<file path="src/pkg/spi_port_pkg.sv">
// shared constants, types and behaviour summary for the serial port
// How it works
// - bytes move msb first on one clock
// - master starts; slave answers simultaneously on miso
// - both ends share polarity and phase setting
// - soft manage replaces pin with soft level
// - phase-zero slave writes with select low collide
// - master sck from six rates, fastest quarter
// - master and enable hold only while select high
// - master data write loads and starts shifting
// - slave data write loads shift register
// - slave shifts only on master clock edges
// - byte end sets done flag, maybe interrupt
// - master clears done: status access, data read
// - slave clears done: status access, data access
// - data writes ignored while done flag pending, until status read
// - single master only, no multi-master arbitration
// - select low as master: fault, drop to slave
// - write during transfer discarded, collision flag set
// - byte before clear sets overrun, keeps buffer
package spi_port_pkg;
    localparam int          SYNC_LAG   = 4;             // pin to clean value latency
    localparam int          RATE_COUNT = 6;             // number of master rates
    localparam logic [2:0]  RATE_LAST  = 3'h5;          // slowest rate code
    localparam logic [3:0]  LAST_EDGE  = 4'hf;          // sixteenth sck edge
    localparam logic [7:0]  DATA_RESET = 8'h00;         // data buffer after reset
    // sck half periods in cpu cycles, code 0 is cpu/4
    localparam logic [6:0]  HALF_DIV [RATE_COUNT] = '{7'h02, 7'h04, 7'h08,
                                                      7'h10, 7'h20, 7'h40};
    typedef enum logic [1:0] {M_IDLE, M_SHIFT, M_FLUSH} master_state_e;
endpackage

</file>
<file path="src/pkg/pin_sync_if.sv">
// carrier between the port core and its pin synchroniser
`timescale 1ns/100ps
interface pin_sync_if #(parameter int W = 4);
    logic [W-1:0] raw;      // pin levels as they arrive
    logic [W-1:0] clean;    // filtered levels on sys_clk_in
    modport sync (input raw, output clean);
    modport user (output raw, input clean);
endinterface

</file>
<file path="src/verilog/pin_sync.sv">
// three-stage synchroniser with agreement filter for pin inputs
`timescale 1ns/100ps
module pin_sync #(
    parameter int W = 4
) (
    input  wire logic    sys_clk_in,
    input  wire logic    rst_in,
    pin_sync_if.sync     pins
);
    logic [W-1:0] s1;          // first stage, read only by s2
    logic [W-1:0] s2;          // second stage
    logic [W-1:0] s3;          // third stage
    logic [W-1:0] next_clean;  // filtered next value

    // accept a level once stages two and three agree
    always_comb begin
        for (int i = 0; i < W; i++) begin
            next_clean[i] = (s2[i] == s3[i]) ? s3[i] : pins.clean[i];
        end
    end

    // register stages and filtered value
    always_ff @(posedge sys_clk_in) begin
        if (rst_in) begin
            s1         <= '0;
            s2         <= '0;
            s3         <= '0;
            pins.clean <= '0;
        end else begin
            s1         <= pins.raw;
            s2         <= s1;
            s3         <= s2;
            pins.clean <= next_clean;
        end
    end
endmodule

</file>
<file path="src/verilog/spi_master_slave_port.sv">
// serial port core: master/slave shifter, select handling, status flags
`timescale 1ns/100ps
module spi_master_slave_port (
    input  wire logic       sys_clk_in,
    input  wire logic       rst_in,
    input  wire logic [2:0] clock_rate_select_in,
    input  wire logic       clock_polarity_in,
    input  wire logic       clock_phase_in,
    input  wire logic       select_soft_manage_in,
    input  wire logic       select_soft_level_in,
    input  wire logic       port_irq_enable_in,
    input  wire logic       cpu_irq_mask_in,
    input  wire logic       csr_read_in,
    input  wire logic       cr_write_in,
    input  wire logic       master_select_wr_in,
    input  wire logic       port_enable_wr_in,
    input  wire logic       dr_write_in,
    input  wire logic [7:0] dr_wdata_in,
    input  wire logic       dr_read_in,
    input  wire logic       sck_in,
    input  wire logic       mosi_in,
    input  wire logic       miso_in,
    input  wire logic       ss_n_in,
    output logic            sck_out,
    output logic            sck_oe_out,
    output logic            mosi_out,
    output logic            mosi_oe_out,
    output logic            miso_out,
    output logic            miso_oe_out,
    output logic [7:0]      dr_rdata_out,
    output logic            transfer_done_flag_out,
    output logic            mode_fault_flag_out,
    output logic            write_collision_flag_out,
    output logic            overrun_flag_out,
    output logic            master_select_out,
    output logic            port_enable_out,
    output logic            busy_out,
    output logic            irq_out
);
    localparam int LAG = spi_port_pkg::SYNC_LAG;

    pin_sync_if #(.W(4)) pins ();               // synchronised pins

    spi_port_pkg::master_state_e state;         // master sequencer
    spi_port_pkg::master_state_e next_state;
    logic [6:0]     div_cnt, next_div_cnt;      // half period counter
    logic [3:0]     edge_cnt, next_edge_cnt;    // sck edges in this byte
    logic           sck_prev, next_sck_prev;    // slave edge detect
    logic [LAG-1:0] samp_pipe, next_samp_pipe;  // master sample delay line
    logic [7:0]     tx_sh, next_tx_sh;          // outgoing shift register
    logic [7:0]     rx_sh, next_rx_sh;          // incoming shift register
    logic           out_bit, next_out_bit;      // bit on mosi or miso
    logic           csr_armed, next_csr_armed;  // status read seen, done/coll
    logic           mode_fault_flag_armed, next_mode_fault_flag_armed;// status read seen, fault
    logic           next_sck, next_sck_oe, next_mosi_oe, next_miso_oe;
    logic [7:0]     next_rdata;
    logic           next_done, next_mode_fault_flag, next_write_collision_flag, next_ovr;
    logic           next_ms, next_pe, next_busy, next_irq;

    // combinational helpers
    logic           miso_c, mosi_c, sck_c, ss_c;
    logic           ss_int, slave_on, edge_now, leading, sample_edge, drive_edge;
    logic           in_xfer, wr_ok, done_clr, complete;
    logic [2:0]     rate_idx;
    logic [6:0]     half;

    assign pins.raw = {ss_n_in, sck_in, mosi_in, miso_in};

    pin_sync #(.W(4)) u_sync (
        .sys_clk_in (sys_clk_in),
        .rst_in     (rst_in),
        .pins       (pins)
    );

    assign {ss_c, sck_c, mosi_c, miso_c} = pins.clean;

    // next-state logic for the whole port
    always_comb begin
        // internal select from pin or soft level
        ss_int   = select_soft_manage_in ? select_soft_level_in : ss_c;
        slave_on = port_enable_out && !master_select_out && !ss_int;
        rate_idx = (clock_rate_select_in > spi_port_pkg::RATE_LAST)
                   ? spi_port_pkg::RATE_LAST : clock_rate_select_in;
        half     = spi_port_pkg::HALF_DIV[rate_idx];
        // edge classification shared by both modes
        edge_now = master_select_out
                   ? (state == spi_port_pkg::M_SHIFT && div_cnt == half - 7'h01)
                   : (slave_on && sck_c != sck_prev);
        leading     = !edge_cnt[0];
        sample_edge = edge_now && (leading ^ clock_phase_in);
        drive_edge  = edge_now && !(leading ^ clock_phase_in);
        in_xfer     = (state != spi_port_pkg::M_IDLE) || (slave_on && edge_cnt != 4'h0);
        // data writes held off until status read while done pending
        wr_ok    = dr_write_in && (!transfer_done_flag_out || csr_armed);
        done_clr = csr_armed && transfer_done_flag_out &&
                   (dr_read_in || (!master_select_out && dr_write_in));

        // defaults
        next_state      = state;
        next_div_cnt    = div_cnt;
        next_edge_cnt   = edge_cnt;
        next_sck_prev   = sck_c;
        next_samp_pipe  = {samp_pipe[LAG-2:0], sample_edge && master_select_out};
        next_tx_sh      = tx_sh;
        next_rx_sh      = rx_sh;
        next_out_bit    = out_bit;
        next_sck        = sck_out;
        next_rdata      = dr_rdata_out;
        next_done       = transfer_done_flag_out;
        next_mode_fault_flag       = mode_fault_flag_out;
        next_write_collision_flag       = write_collision_flag_out;
        next_ovr        = overrun_flag_out;
        next_ms         = master_select_out;
        next_pe         = port_enable_out;
        next_csr_armed  = csr_armed;
        next_mode_fault_flag_armed = mode_fault_flag_armed;
        complete        = 1'b0;

        // status read arms the clearing sequences; overrun clears at once
        if (csr_read_in) begin
            if (transfer_done_flag_out || write_collision_flag_out) begin
                next_csr_armed = 1'b1;
            end
            if (mode_fault_flag_out) begin
                next_mode_fault_flag_armed = 1'b1;
            end
            next_ovr = 1'b0;
        end
        if (dr_read_in || dr_write_in) begin
            next_csr_armed = 1'b0;
            if (csr_armed && dr_read_in) begin
                next_write_collision_flag = 1'b0;
            end
        end
        if (done_clr) begin
            next_done = 1'b0;
        end

        // control write; fault blocks setting outside its clear sequence
        if (cr_write_in) begin
            if (mode_fault_flag_out && !mode_fault_flag_armed) begin
                next_ms = 1'b0;
                next_pe = 1'b0;
            end else begin
                next_ms   = master_select_wr_in;
                next_pe   = port_enable_wr_in;
                next_mode_fault_flag = 1'b0;
            end
            next_mode_fault_flag_armed = 1'b0;
        end

        // shifting: sample in, drive out, msb first
        if (sample_edge && !master_select_out) begin
            next_rx_sh = {rx_sh[6:0], mosi_c};
        end
        if (samp_pipe[LAG-1]) begin
            next_rx_sh = {rx_sh[6:0], miso_c};
        end
        if (drive_edge) begin
            next_out_bit = clock_phase_in ? tx_sh[7] : tx_sh[6];
            next_tx_sh   = {tx_sh[6:0], 1'b0};
        end

        // master sequencer
        case (state)
            spi_port_pkg::M_IDLE: begin
                next_sck = clock_polarity_in;
            end
            spi_port_pkg::M_SHIFT: begin
                next_div_cnt = div_cnt + 7'h01;
                if (edge_now) begin
                    next_div_cnt  = 7'h00;
                    next_sck      = !sck_out;
                    next_edge_cnt = edge_cnt + 4'h1;
                    if (edge_cnt == spi_port_pkg::LAST_EDGE) begin
                        next_state = spi_port_pkg::M_FLUSH;
                    end
                end
            end
            spi_port_pkg::M_FLUSH: begin
                // wait for the last delayed sample to land
                if (samp_pipe == '0) begin
                    complete   = 1'b1;
                    next_state = spi_port_pkg::M_IDLE;
                end
            end
            default: begin
                next_state = spi_port_pkg::M_IDLE;
            end
        endcase

        // slave edge counting, restarted whenever select rises
        if (!master_select_out) begin
            if (!slave_on) begin
                next_edge_cnt = 4'h0;
            end else if (edge_now) begin
                next_edge_cnt = edge_cnt + 4'h1;
                complete      = (edge_cnt == spi_port_pkg::LAST_EDGE);
            end
        end

        // accepted data write: collide, or load and start
        if (wr_ok) begin
            if (in_xfer || (slave_on && !clock_phase_in)) begin
                next_write_collision_flag = 1'b1;
            end else begin
                next_tx_sh   = dr_wdata_in;
                next_out_bit = dr_wdata_in[7];
                if (master_select_out && port_enable_out) begin
                    next_state    = spi_port_pkg::M_SHIFT;
                    next_div_cnt  = 7'h00;
                    next_edge_cnt = 4'h0;
                end
            end
        end else if (!in_xfer && !drive_edge) begin
            next_out_bit = tx_sh[7];
        end

        // byte end: done flag or overrun keeping the earlier byte
        if (complete) begin
            if (transfer_done_flag_out && !done_clr) begin
                next_ovr = 1'b1;
            end else begin
                next_done      = 1'b1;
                next_rdata     = next_rx_sh;
                next_csr_armed = 1'b0; // fresh byte needs a fresh status read
            end
        end

        // select low while master: fault and fall back to slave
        if (master_select_out && port_enable_out && !ss_int) begin
            next_mode_fault_flag  = 1'b1;
            next_ms    = 1'b0;
            next_pe    = 1'b0;
        end
        if (!next_ms || !next_pe) begin
            next_state     = spi_port_pkg::M_IDLE; // also cancels a start in this cycle
            next_samp_pipe = '0;
        end

        next_sck_oe  = next_ms && next_pe;
        next_mosi_oe = next_ms && next_pe;
        next_miso_oe = !next_ms && next_pe && !ss_int;
        next_busy    = (next_state != spi_port_pkg::M_IDLE) ||
                       (next_edge_cnt != 4'h0);
        next_irq     = port_irq_enable_in && !cpu_irq_mask_in &&
                       (next_done || next_mode_fault_flag || next_ovr);
    end

    // register every piece of state and every output
    always_ff @(posedge sys_clk_in) begin
        if (rst_in) begin
            state                    <= spi_port_pkg::M_IDLE;
            div_cnt                  <= 7'h00;
            edge_cnt                 <= 4'h0;
            sck_prev                 <= 1'b0;
            samp_pipe                <= '0;
            tx_sh                    <= spi_port_pkg::DATA_RESET;
            rx_sh                    <= spi_port_pkg::DATA_RESET;
            out_bit                  <= 1'b0;
            csr_armed                <= 1'b0;
            mode_fault_flag_armed               <= 1'b0;
            sck_out                  <= 1'b0;
            sck_oe_out               <= 1'b0;
            mosi_out                 <= 1'b0;
            mosi_oe_out              <= 1'b0;
            miso_out                 <= 1'b0;
            miso_oe_out              <= 1'b0;
            dr_rdata_out             <= spi_port_pkg::DATA_RESET;
            transfer_done_flag_out   <= 1'b0;
            mode_fault_flag_out      <= 1'b0;
            write_collision_flag_out <= 1'b0;
            overrun_flag_out         <= 1'b0;
            master_select_out        <= 1'b0;
            port_enable_out          <= 1'b0;
            busy_out                 <= 1'b0;
            irq_out                  <= 1'b0;
        end else begin
            state                    <= next_state;
            div_cnt                  <= next_div_cnt;
            edge_cnt                 <= next_edge_cnt;
            sck_prev                 <= next_sck_prev;
            samp_pipe                <= next_samp_pipe;
            tx_sh                    <= next_tx_sh;
            rx_sh                    <= next_rx_sh;
            out_bit                  <= next_out_bit;
            csr_armed                <= next_csr_armed;
            mode_fault_flag_armed               <= next_mode_fault_flag_armed;
            sck_out                  <= next_sck;
            sck_oe_out               <= next_sck_oe;
            mosi_out                 <= next_out_bit;
            mosi_oe_out              <= next_mosi_oe;
            miso_out                 <= next_out_bit;
            miso_oe_out              <= next_miso_oe;
            dr_rdata_out             <= next_rdata;
            transfer_done_flag_out   <= next_done;
            mode_fault_flag_out      <= next_mode_fault_flag;
            write_collision_flag_out <= next_write_collision_flag;
            overrun_flag_out         <= next_ovr;
            master_select_out        <= next_ms;
            port_enable_out          <= next_pe;
            busy_out                 <= next_busy;
            irq_out                  <= next_irq;
        end
    end
endmodule

</file>
<file path="config.mk">
export PLATFORM = sky130hd
export DESIGN_NAME = spi_master_slave_port
export DESIGN_NICKNAME = d
export VERILOG_FILES = /design/src/pkg/spi_port_pkg.sv /design/src/pkg/pin_sync_if.sv /design/src/verilog/pin_sync.sv /design/src/verilog/spi_master_slave_port.sv
export SDC_FILE = /design/constraint.sdc
export NUM_CORES = 1
export LEC_CHECK = 0
export ABC_AREA = 0
export BUFFER_PORTS_ARGS = -buffer_cell sky130_fd_sc_hd__buf_4
export CORE_MARGIN = 3
export CORE_UTILIZATION = 56
export CTS_BUF_LIST = sky130_fd_sc_hd__clkbuf_16
export DETAILED_ROUTE_END_ITERATION = 7
export GPL_ROUTABILITY_DRIVEN = 1
export PLACE_DENSITY_LB_ADDON = 0.15
export SETUP_SLACK_MARGIN = 0.15
export SLEW_MARGIN = 20
export SYNTH_ARGS = -nofsm -noshare
export SYNTH_HDL_FRONTEND = slang
export SYNTH_SLANG_ARGS = --single-unit
</file>
<file path="constraint.sdc">
create_clock -name sys_clk_in -period 3.7 [get_ports sys_clk_in]
set_input_delay 0.555 -clock sys_clk_in [delete_from_list [all_inputs] [get_ports sys_clk_in]]
set_output_delay 0.555 -clock sys_clk_in [all_outputs]
set_load 0.01 [all_outputs]
</file>
======== Word-level counts from Yosys, hierarchy flattened ========
Memory sizes are Yosys's and may differ from the RTL's.
Index checks and enable logic that the tools add are counted.
cells by class
  $add $sub $neg .......................... 3
  order comparisons ....................... 2
  eq/ne operators ......................... 10
  muxes and demuxes ....................... 67
  bitwise gates (word level) .............. 3
  reductions and logical operators ........ 61
operators by type and width
  cell                 number
  $mux 7               7
  $mux 8               5
  $mux 1               37
  $mux 4               8
  $logic_and 1x1->1    25
  $logic_not 1->1      14
  $mux 2               7
  $logic_or 1x1->1     10
  $reduce_bool 4->1    2
  $add 7x1->7 const B  1
  $eq 7x7->1           1
  $sub 7x1->7 const B  1
  $pmux 2 s3           1
  $reduce_and 2->1     3
  $reduce_bool 2->1    3
  $add 4x1->4 const B  1
  $eq 1x1->1           4
  $eq 4x4->1 const B   1
  $ge 4x4->1 const B   1
  $logic_not 4->1      1
  $not 3->4            1
  $reduce_or 2->1      2
  $gt 3x3->1 const B   1
  $mux 3               1
  8 further kinds      8
word-level totals
  flip-flop bits (word level) ............. 72
  ROM bits ................................ 56
  input bits .............................. 29
  output and inout port bits .............. 22
  logic and storage cells ................. 176
  memories kept ........................... 1
memory list
  name              depth  bits a word  read ports  clocked after memory_dff  write ports  RTL line                     source
  (name not given)  8      7            1           0                         0            spi_master_slave_port.sv:84  half = spi_port_pkg::HALF_DIV[rate_idx];

======== Longest topological paths before layout ========
  word-level depth ........................ 20
  gate-level depth with buffers ........... 11
  depth with buffers taken out ............ 10

======== Hierarchy ========
From an unflattened synthesis, not the netlist that was laid out.
unflattened totals
  cells, all modules ...................... 342
  area, all modules ....................... 3138.0 µm²
modules (own cells, without submodules)
  module                 instances  cells each  area an instance (µm²)  sequential area each (µm²)
  spi_master_slave_port  1          301         2651.3                  1121.1
  pin_sync               1          41          486.7                   320.3

======== Worst setup path after synthesis ========
Ideal clock, no wire load.
  path type ............................... in2reg
  start ................................... in clock_rate_select_in[0]
  end ..................................... reg dr_rdata_out[7]
  setup time .............................. 142 ps
  arrival ................................. 2736 ps
  data required time ...................... 3558 ps
  slack ................................... 823 ps
  stages .................................. 10
  buffers on the path ..................... 1
  cells stage by stage .................... or3_4 > ha_1 > xor2_1 > a221oi_1 > a21oi_4 > a22o_1 > buf_6 > a31oi_4 > mux2i_1 > a211oi_2
on the way
  longest elaborated chain between the ends .. 14
  elaborated cells on any way between the ends .. 18
  classes of those cells .................. add/sub (1); order compare (1); eq/ne (1); mux (9); bitwise (1); reduce/logical (4); memory (1)
RTL lines
  element                                                      RTL line                                                    source
  start, declared                                              spi_master_slave_port.sv:6                                  input wire logic [2:0] clock_rate_select_in,
  $gt 3x3->1                                                   spi_master_slave_port.sv:82                                 rate_idx = (clock_rate_select_in > spi_port_pkg::RATE_LAST)
  $mux 3 (*)                                                   spi_master_slave_port.sv:83                                 ? spi_port_pkg::RATE_LAST : clock_rate_select_in;
  $not 3->4 (implied by the code) (*)                          spi_master_slave_port.sv:84
  $mem_v2 8x7 (*)                                              -
  $mux 7 (implied by the code) (*) (2 in a row)                spi_master_slave_port.sv:84
  $sub 7x1->7 (*)                                              spi_master_slave_port.sv:87                                 ? (state == spi_port_pkg::M_SHIFT && div_cnt == half - 7'h01)
  $eq 7x7->1 (*)                                               spi_master_slave_port.sv:87
  $logic_and 1x1->1 (*)                                        spi_master_slave_port.sv:87
  $mux 1 (*)                                                   spi_master_slave_port.sv:87
  $mux 1 / $logic_and 1x1->1 (equally long branches)           spi_master_slave_port.sv:196, spi_master_slave_port.sv:90
  $mux 1 / $logic_and 1x1->1 (equally long branches)           spi_master_slave_port.sv:194, spi_master_slave_port.sv:153
  $mux 1 / $mux 8 (equally long branches)                      spi_master_slave_port.sv:193, spi_master_slave_port.sv:153
  $reduce_and 2->1 (no line) / $mux 8 (equally long branches)  -
  end signal, assigned                                         spi_master_slave_port.sv:269                                dr_rdata_out <= spi_port_pkg::DATA_RESET;
  end signal, assigned                                         spi_master_slave_port.sv:295                                dr_rdata_out <= next_rdata;
  end, declared                                                spi_master_slave_port.sv:30                                 output logic [7:0] dr_rdata_out,
Every way passes the cells marked *; elsewhere a longest branch is shown, timed or not. The select of a mux whose other input is x is not followed.
A chain may end at the register's enable or synchronous reset.

======== Worst setup path in the final report ========
Ends and elaborated chain as after synthesis.

==> results.sh <==
export IMPL_dieWidth_um=81.7
export IMPL_cp_arrival_ns=3.24
export IMPL_cts_buffers=9
export IMPL_syn_num_nets=375
export IMPL_intPower_w=0.00149
export IMPL_yosysTopAreaCellShare_pct=44.9
export IMPL_fin_area_mm2=0.00391
export IMPL_grt_pass1_vias=2494
export IMPL_rows=26
export IMPL_max_stage_delay_ns=0.45
export IMPL_ys_seq_area_share_pct=44.9
export IMPL_grt_max_degree=56
export IMPL_place_area_mm2=0.00357
export IMPL_vias_per_cell=5.70
export IMPL_dieArea_mm2=0.00668
export IMPL_cts_resized=0
export IMPL_post_synth_top_count_cell="dfxtp_1"
export IMPL_antenna_found_initial=0
export IMPL_r2r_cells=7
export IMPL_ys_types=66
export IMPL_ys_ff_latch=72
export IMPL_worst_path_buf_inv=1
export IMPL_hold_class="reg -> reg"
export IMPL_synth_warnings=0
export IMPL_ir_worst_vdd_mv=0.367
export IMPL_seq_power_share_pct=42.8
export IMPL_layout_nets=422
export IMPL_clk_pin_slew_ns=0.05
export IMPL_synth_common_cells="72 x dfxtp_1, 35 x nor2_1, 20 x nor2b_1"
export IMPL_die_y_um=81.7
export IMPL_required_ns=3.88
export IMPL_coreArea_mm2=0.00534
export IMPL_vias=2643
export IMPL_synth_main_ff_cell="dfxtp_1"
export IMPL_p_comb_share_pct=5.6
export IMPL_finalHoldViolations=0
export IMPL_worstPathMaxFanout=9
export IMPL_crit_family="compound AO/OA/AOI/OAI gates"
export IMPL_min_period_over_period_pct=82.7
export IMPL_status="finished clean"
export IMPL_critPathKind="in -> reg"
export IMPL_rsz0062_at_grt="false"
export IMPL_avgSynthCellArea_um2=9.39
export IMPL_start_util_pct=60.2
export IMPL_tritoncts="done"
export IMPL_end_kind="flip-flop"
export IMPL_dr_pass1_iters=5
export IMPL_synth_area_mm2=0.00321
export IMPL_ant_nets=0
export IMPL_cts_hold_buf=0
export IMPL_clkSinkCount=72
export IMPL_switchingPower_w=0.000382
export IMPL_wl_um=7060
export IMPL_hold_path_depth=1
export IMPL_drtIter0Drc=163
export IMPL_critPathLaunchType="input pin"
export IMPL_drv_slew=0
export IMPL_synthCells=342
export IMPL_clockBufferDepth=2
export IMPL_dp_hpwl_um=4720
export IMPL_fill_cells=422
export IMPL_grt_overflow=0
export IMPL_tns_ns=0
export IMPL_clock_latency_ns=0.32
export IMPL_cpMaxStageDelayCell="a221oi_1"
export IMPL_drv_cap=0
export IMPL_drcViolationCount=0
export IMPL_clock_power_share_pct=51.6
export IMPL_syn2layout_area_growth_pct=21.7
export IMPL_period_minus_slack_ns=3.06
export IMPL_path_cells="buf_4, or3_4, ha_1, xor2_1, a221oi_1, a21oi_4, a22o_1, a31oi_4, mux2i_1, a211oi_2"
export IMPL_antennaDiodeCount=0
export IMPL_synth_edf_count=0
export IMPL_clock_fmax_mhz=327
export IMPL_tightest_slew_ns=0.642
export IMPL_synth_top_cell_by_area="dfxtp_1"
export IMPL_fin_skew_ns=0.00417
export IMPL_pwr_density_cell_mw_per_mm2=480
export IMPL_drive_above_1_share_pct=22.1
export IMPL_io_buffers=50
export IMPL_routabilityCongestion=0.851
export IMPL_setup_viol=0
export IMPL_boundaryPins=51
export IMPL_wire_per_inst_um=15.2
export IMPL_slew_limit_headroom_pct=56.9
export IMPL_synthTopCellsByArea="dfxtp_1 45%, mux2i_1 5.0%, nor2_1 4.1%, nor2b_1 3.9%, a211oi_2 3.5%"
export IMPL_synthArstFlopShare_pct=0
export IMPL_grt_pass1_wl_um=11500
export IMPL_htreeDepth=3
export IMPL_worst_path_stages=10
export IMPL_cts_root_buf="clkbuf_16"
export IMPL_cts_setup_buffers=0
export IMPL_p_sw_share_pct=20.3
export IMPL_leakagePower_nw=1.59
export IMPL_track_usage_pct=22.5
[state kept, by name, summed over array words and instances, names as in the netlist, 2 cells and up]
signal             flops
u_sync.s1              4
tx_sh                  8
div_cnt                7
edge_cnt               4
rx_sh                  8
dr_rdata_out           8
u_sync.s3              4
u_sync.pins.clean      4
samp_pipe              4
state                  2
u_sync.s2              4
[cells by family after synthesis]
group                    count (synthesis)  synth area share (%)
AND/OR/NAND/NOR                        125                  20.8
AO/OA/AOI/OAI                           82                  19.2
flip-flops                              72                  44.9
buffers and inverters                   33                  5.85
multiplexers                            16                  4.99
XOR/XNOR                                10                  2.73
adder cells (fa/ha/maj)                  4                  1.56
[power by group through the flow]
stage | clock (W) | sequential, W | combinational, W
6_report | 0.000968 | 0.000803 | 0.000105
5_1_grt | 0.00101 | 0.000806 | 0.000117
4_1_cts | 0.000982 | 0.000803 | 0.000106
3_5_place_dp | 0 | 0.000820 | 0.000103
3_3_place_gp | 0 | 0.000819 | 0.000101
2_1_floorplan | 0 | 0.000817 | 0.0000647
[through the flow]
| stage | hold WS (ns) | power [W] | setup slack (ns) | cells | util, % |
|---|---|---|---|---|---|
| floorplan | 0.414 | 0.000881 | 0.823 | 342 | - |
| global placement | 0.418 | 0.000920 | 0.448 | 448 | 67.0 |
| detailed placement | 0.427 | 0.000923 | 0.466 | 448 | 67.0 |
| CTS | 0.431 | 0.00189 | 0.636 | 464 | 73.3 |
| global route | 0.450 | 0.00194 | 0.484 | 464 | 73.3 |
| finish | 0.436 | 0.00188 | 0.640 | 464 | 73.3 |
[layout by cell type, fill, tap and decap left out, types with 2 or more instances in the layout]
| cell type | n |
|---|---|
| a211oi_1 | 8 |
| a211oi_2 | 9 |
| a21oi_1 | 18 |
| a221oi_1 | 2 |
| a31oi_1 | 4 |
| and2_1 | 9 |
| and3_1 | 3 |
| buf_4 | 54 |
| bufinv_16 | 3 |
| clkbuf_16 | 9 |
| dfxtp_1 | 72 |
| ha_1 | 4 |
| inv_1 | 16 |
| mux2i_1 | 16 |
| nand2_1 | 17 |
| nand2b_1 | 7 |
| nand3_1 | 10 |
| nand4_1 | 2 |
| nand4b_1 | 2 |
| nor2_1 | 35 |
| nor2b_1 | 20 |
| nor3_1 | 5 |
| nor4_1 | 3 |
| o211ai_1 | 2 |
| o21ai_0 | 15 |
| or3_1 | 2 |
| or3_2 | 2 |
| xnor2_1 | 3 |
| xor2_1 | 7 |
[routing by layer]
metal  vias to the layer above  routed length, um  global-route usage [%]
li1                       1305                  -                       -
met1                      1228               3120                    28.0
met4                         0                 95                    8.31
met3                        11                448                    6.03
met2                        99               3390                    37.4
met5                         -                  0                       0
[area by class of cell]
type	count	area [um2]	area share [%]
timing repair buffer	54	405	10.4
multi-input combinational	237	1580	40.5
inverter	15	56.3	1.44
sequential	72	1440	36.9
clock buffer	9	225	5.76
clock inverter	7	111	2.85
tap	70	87.6	2.24
[final timing paths]
check,from,end,slack [ns]
worst min register to register,u_sync.s1[0],u_sync.s2[0],0.44
worst max register to register,master_select_out,dr_rdata_out[7],1.05
worst max-delay path,clock_rate_select_in[0],dr_rdata_out[7],0.64
worst min-delay path,u_sync.s1[0],u_sync.s2[0],0.44
No activity file was read; power rests on OpenSTA's default activity.
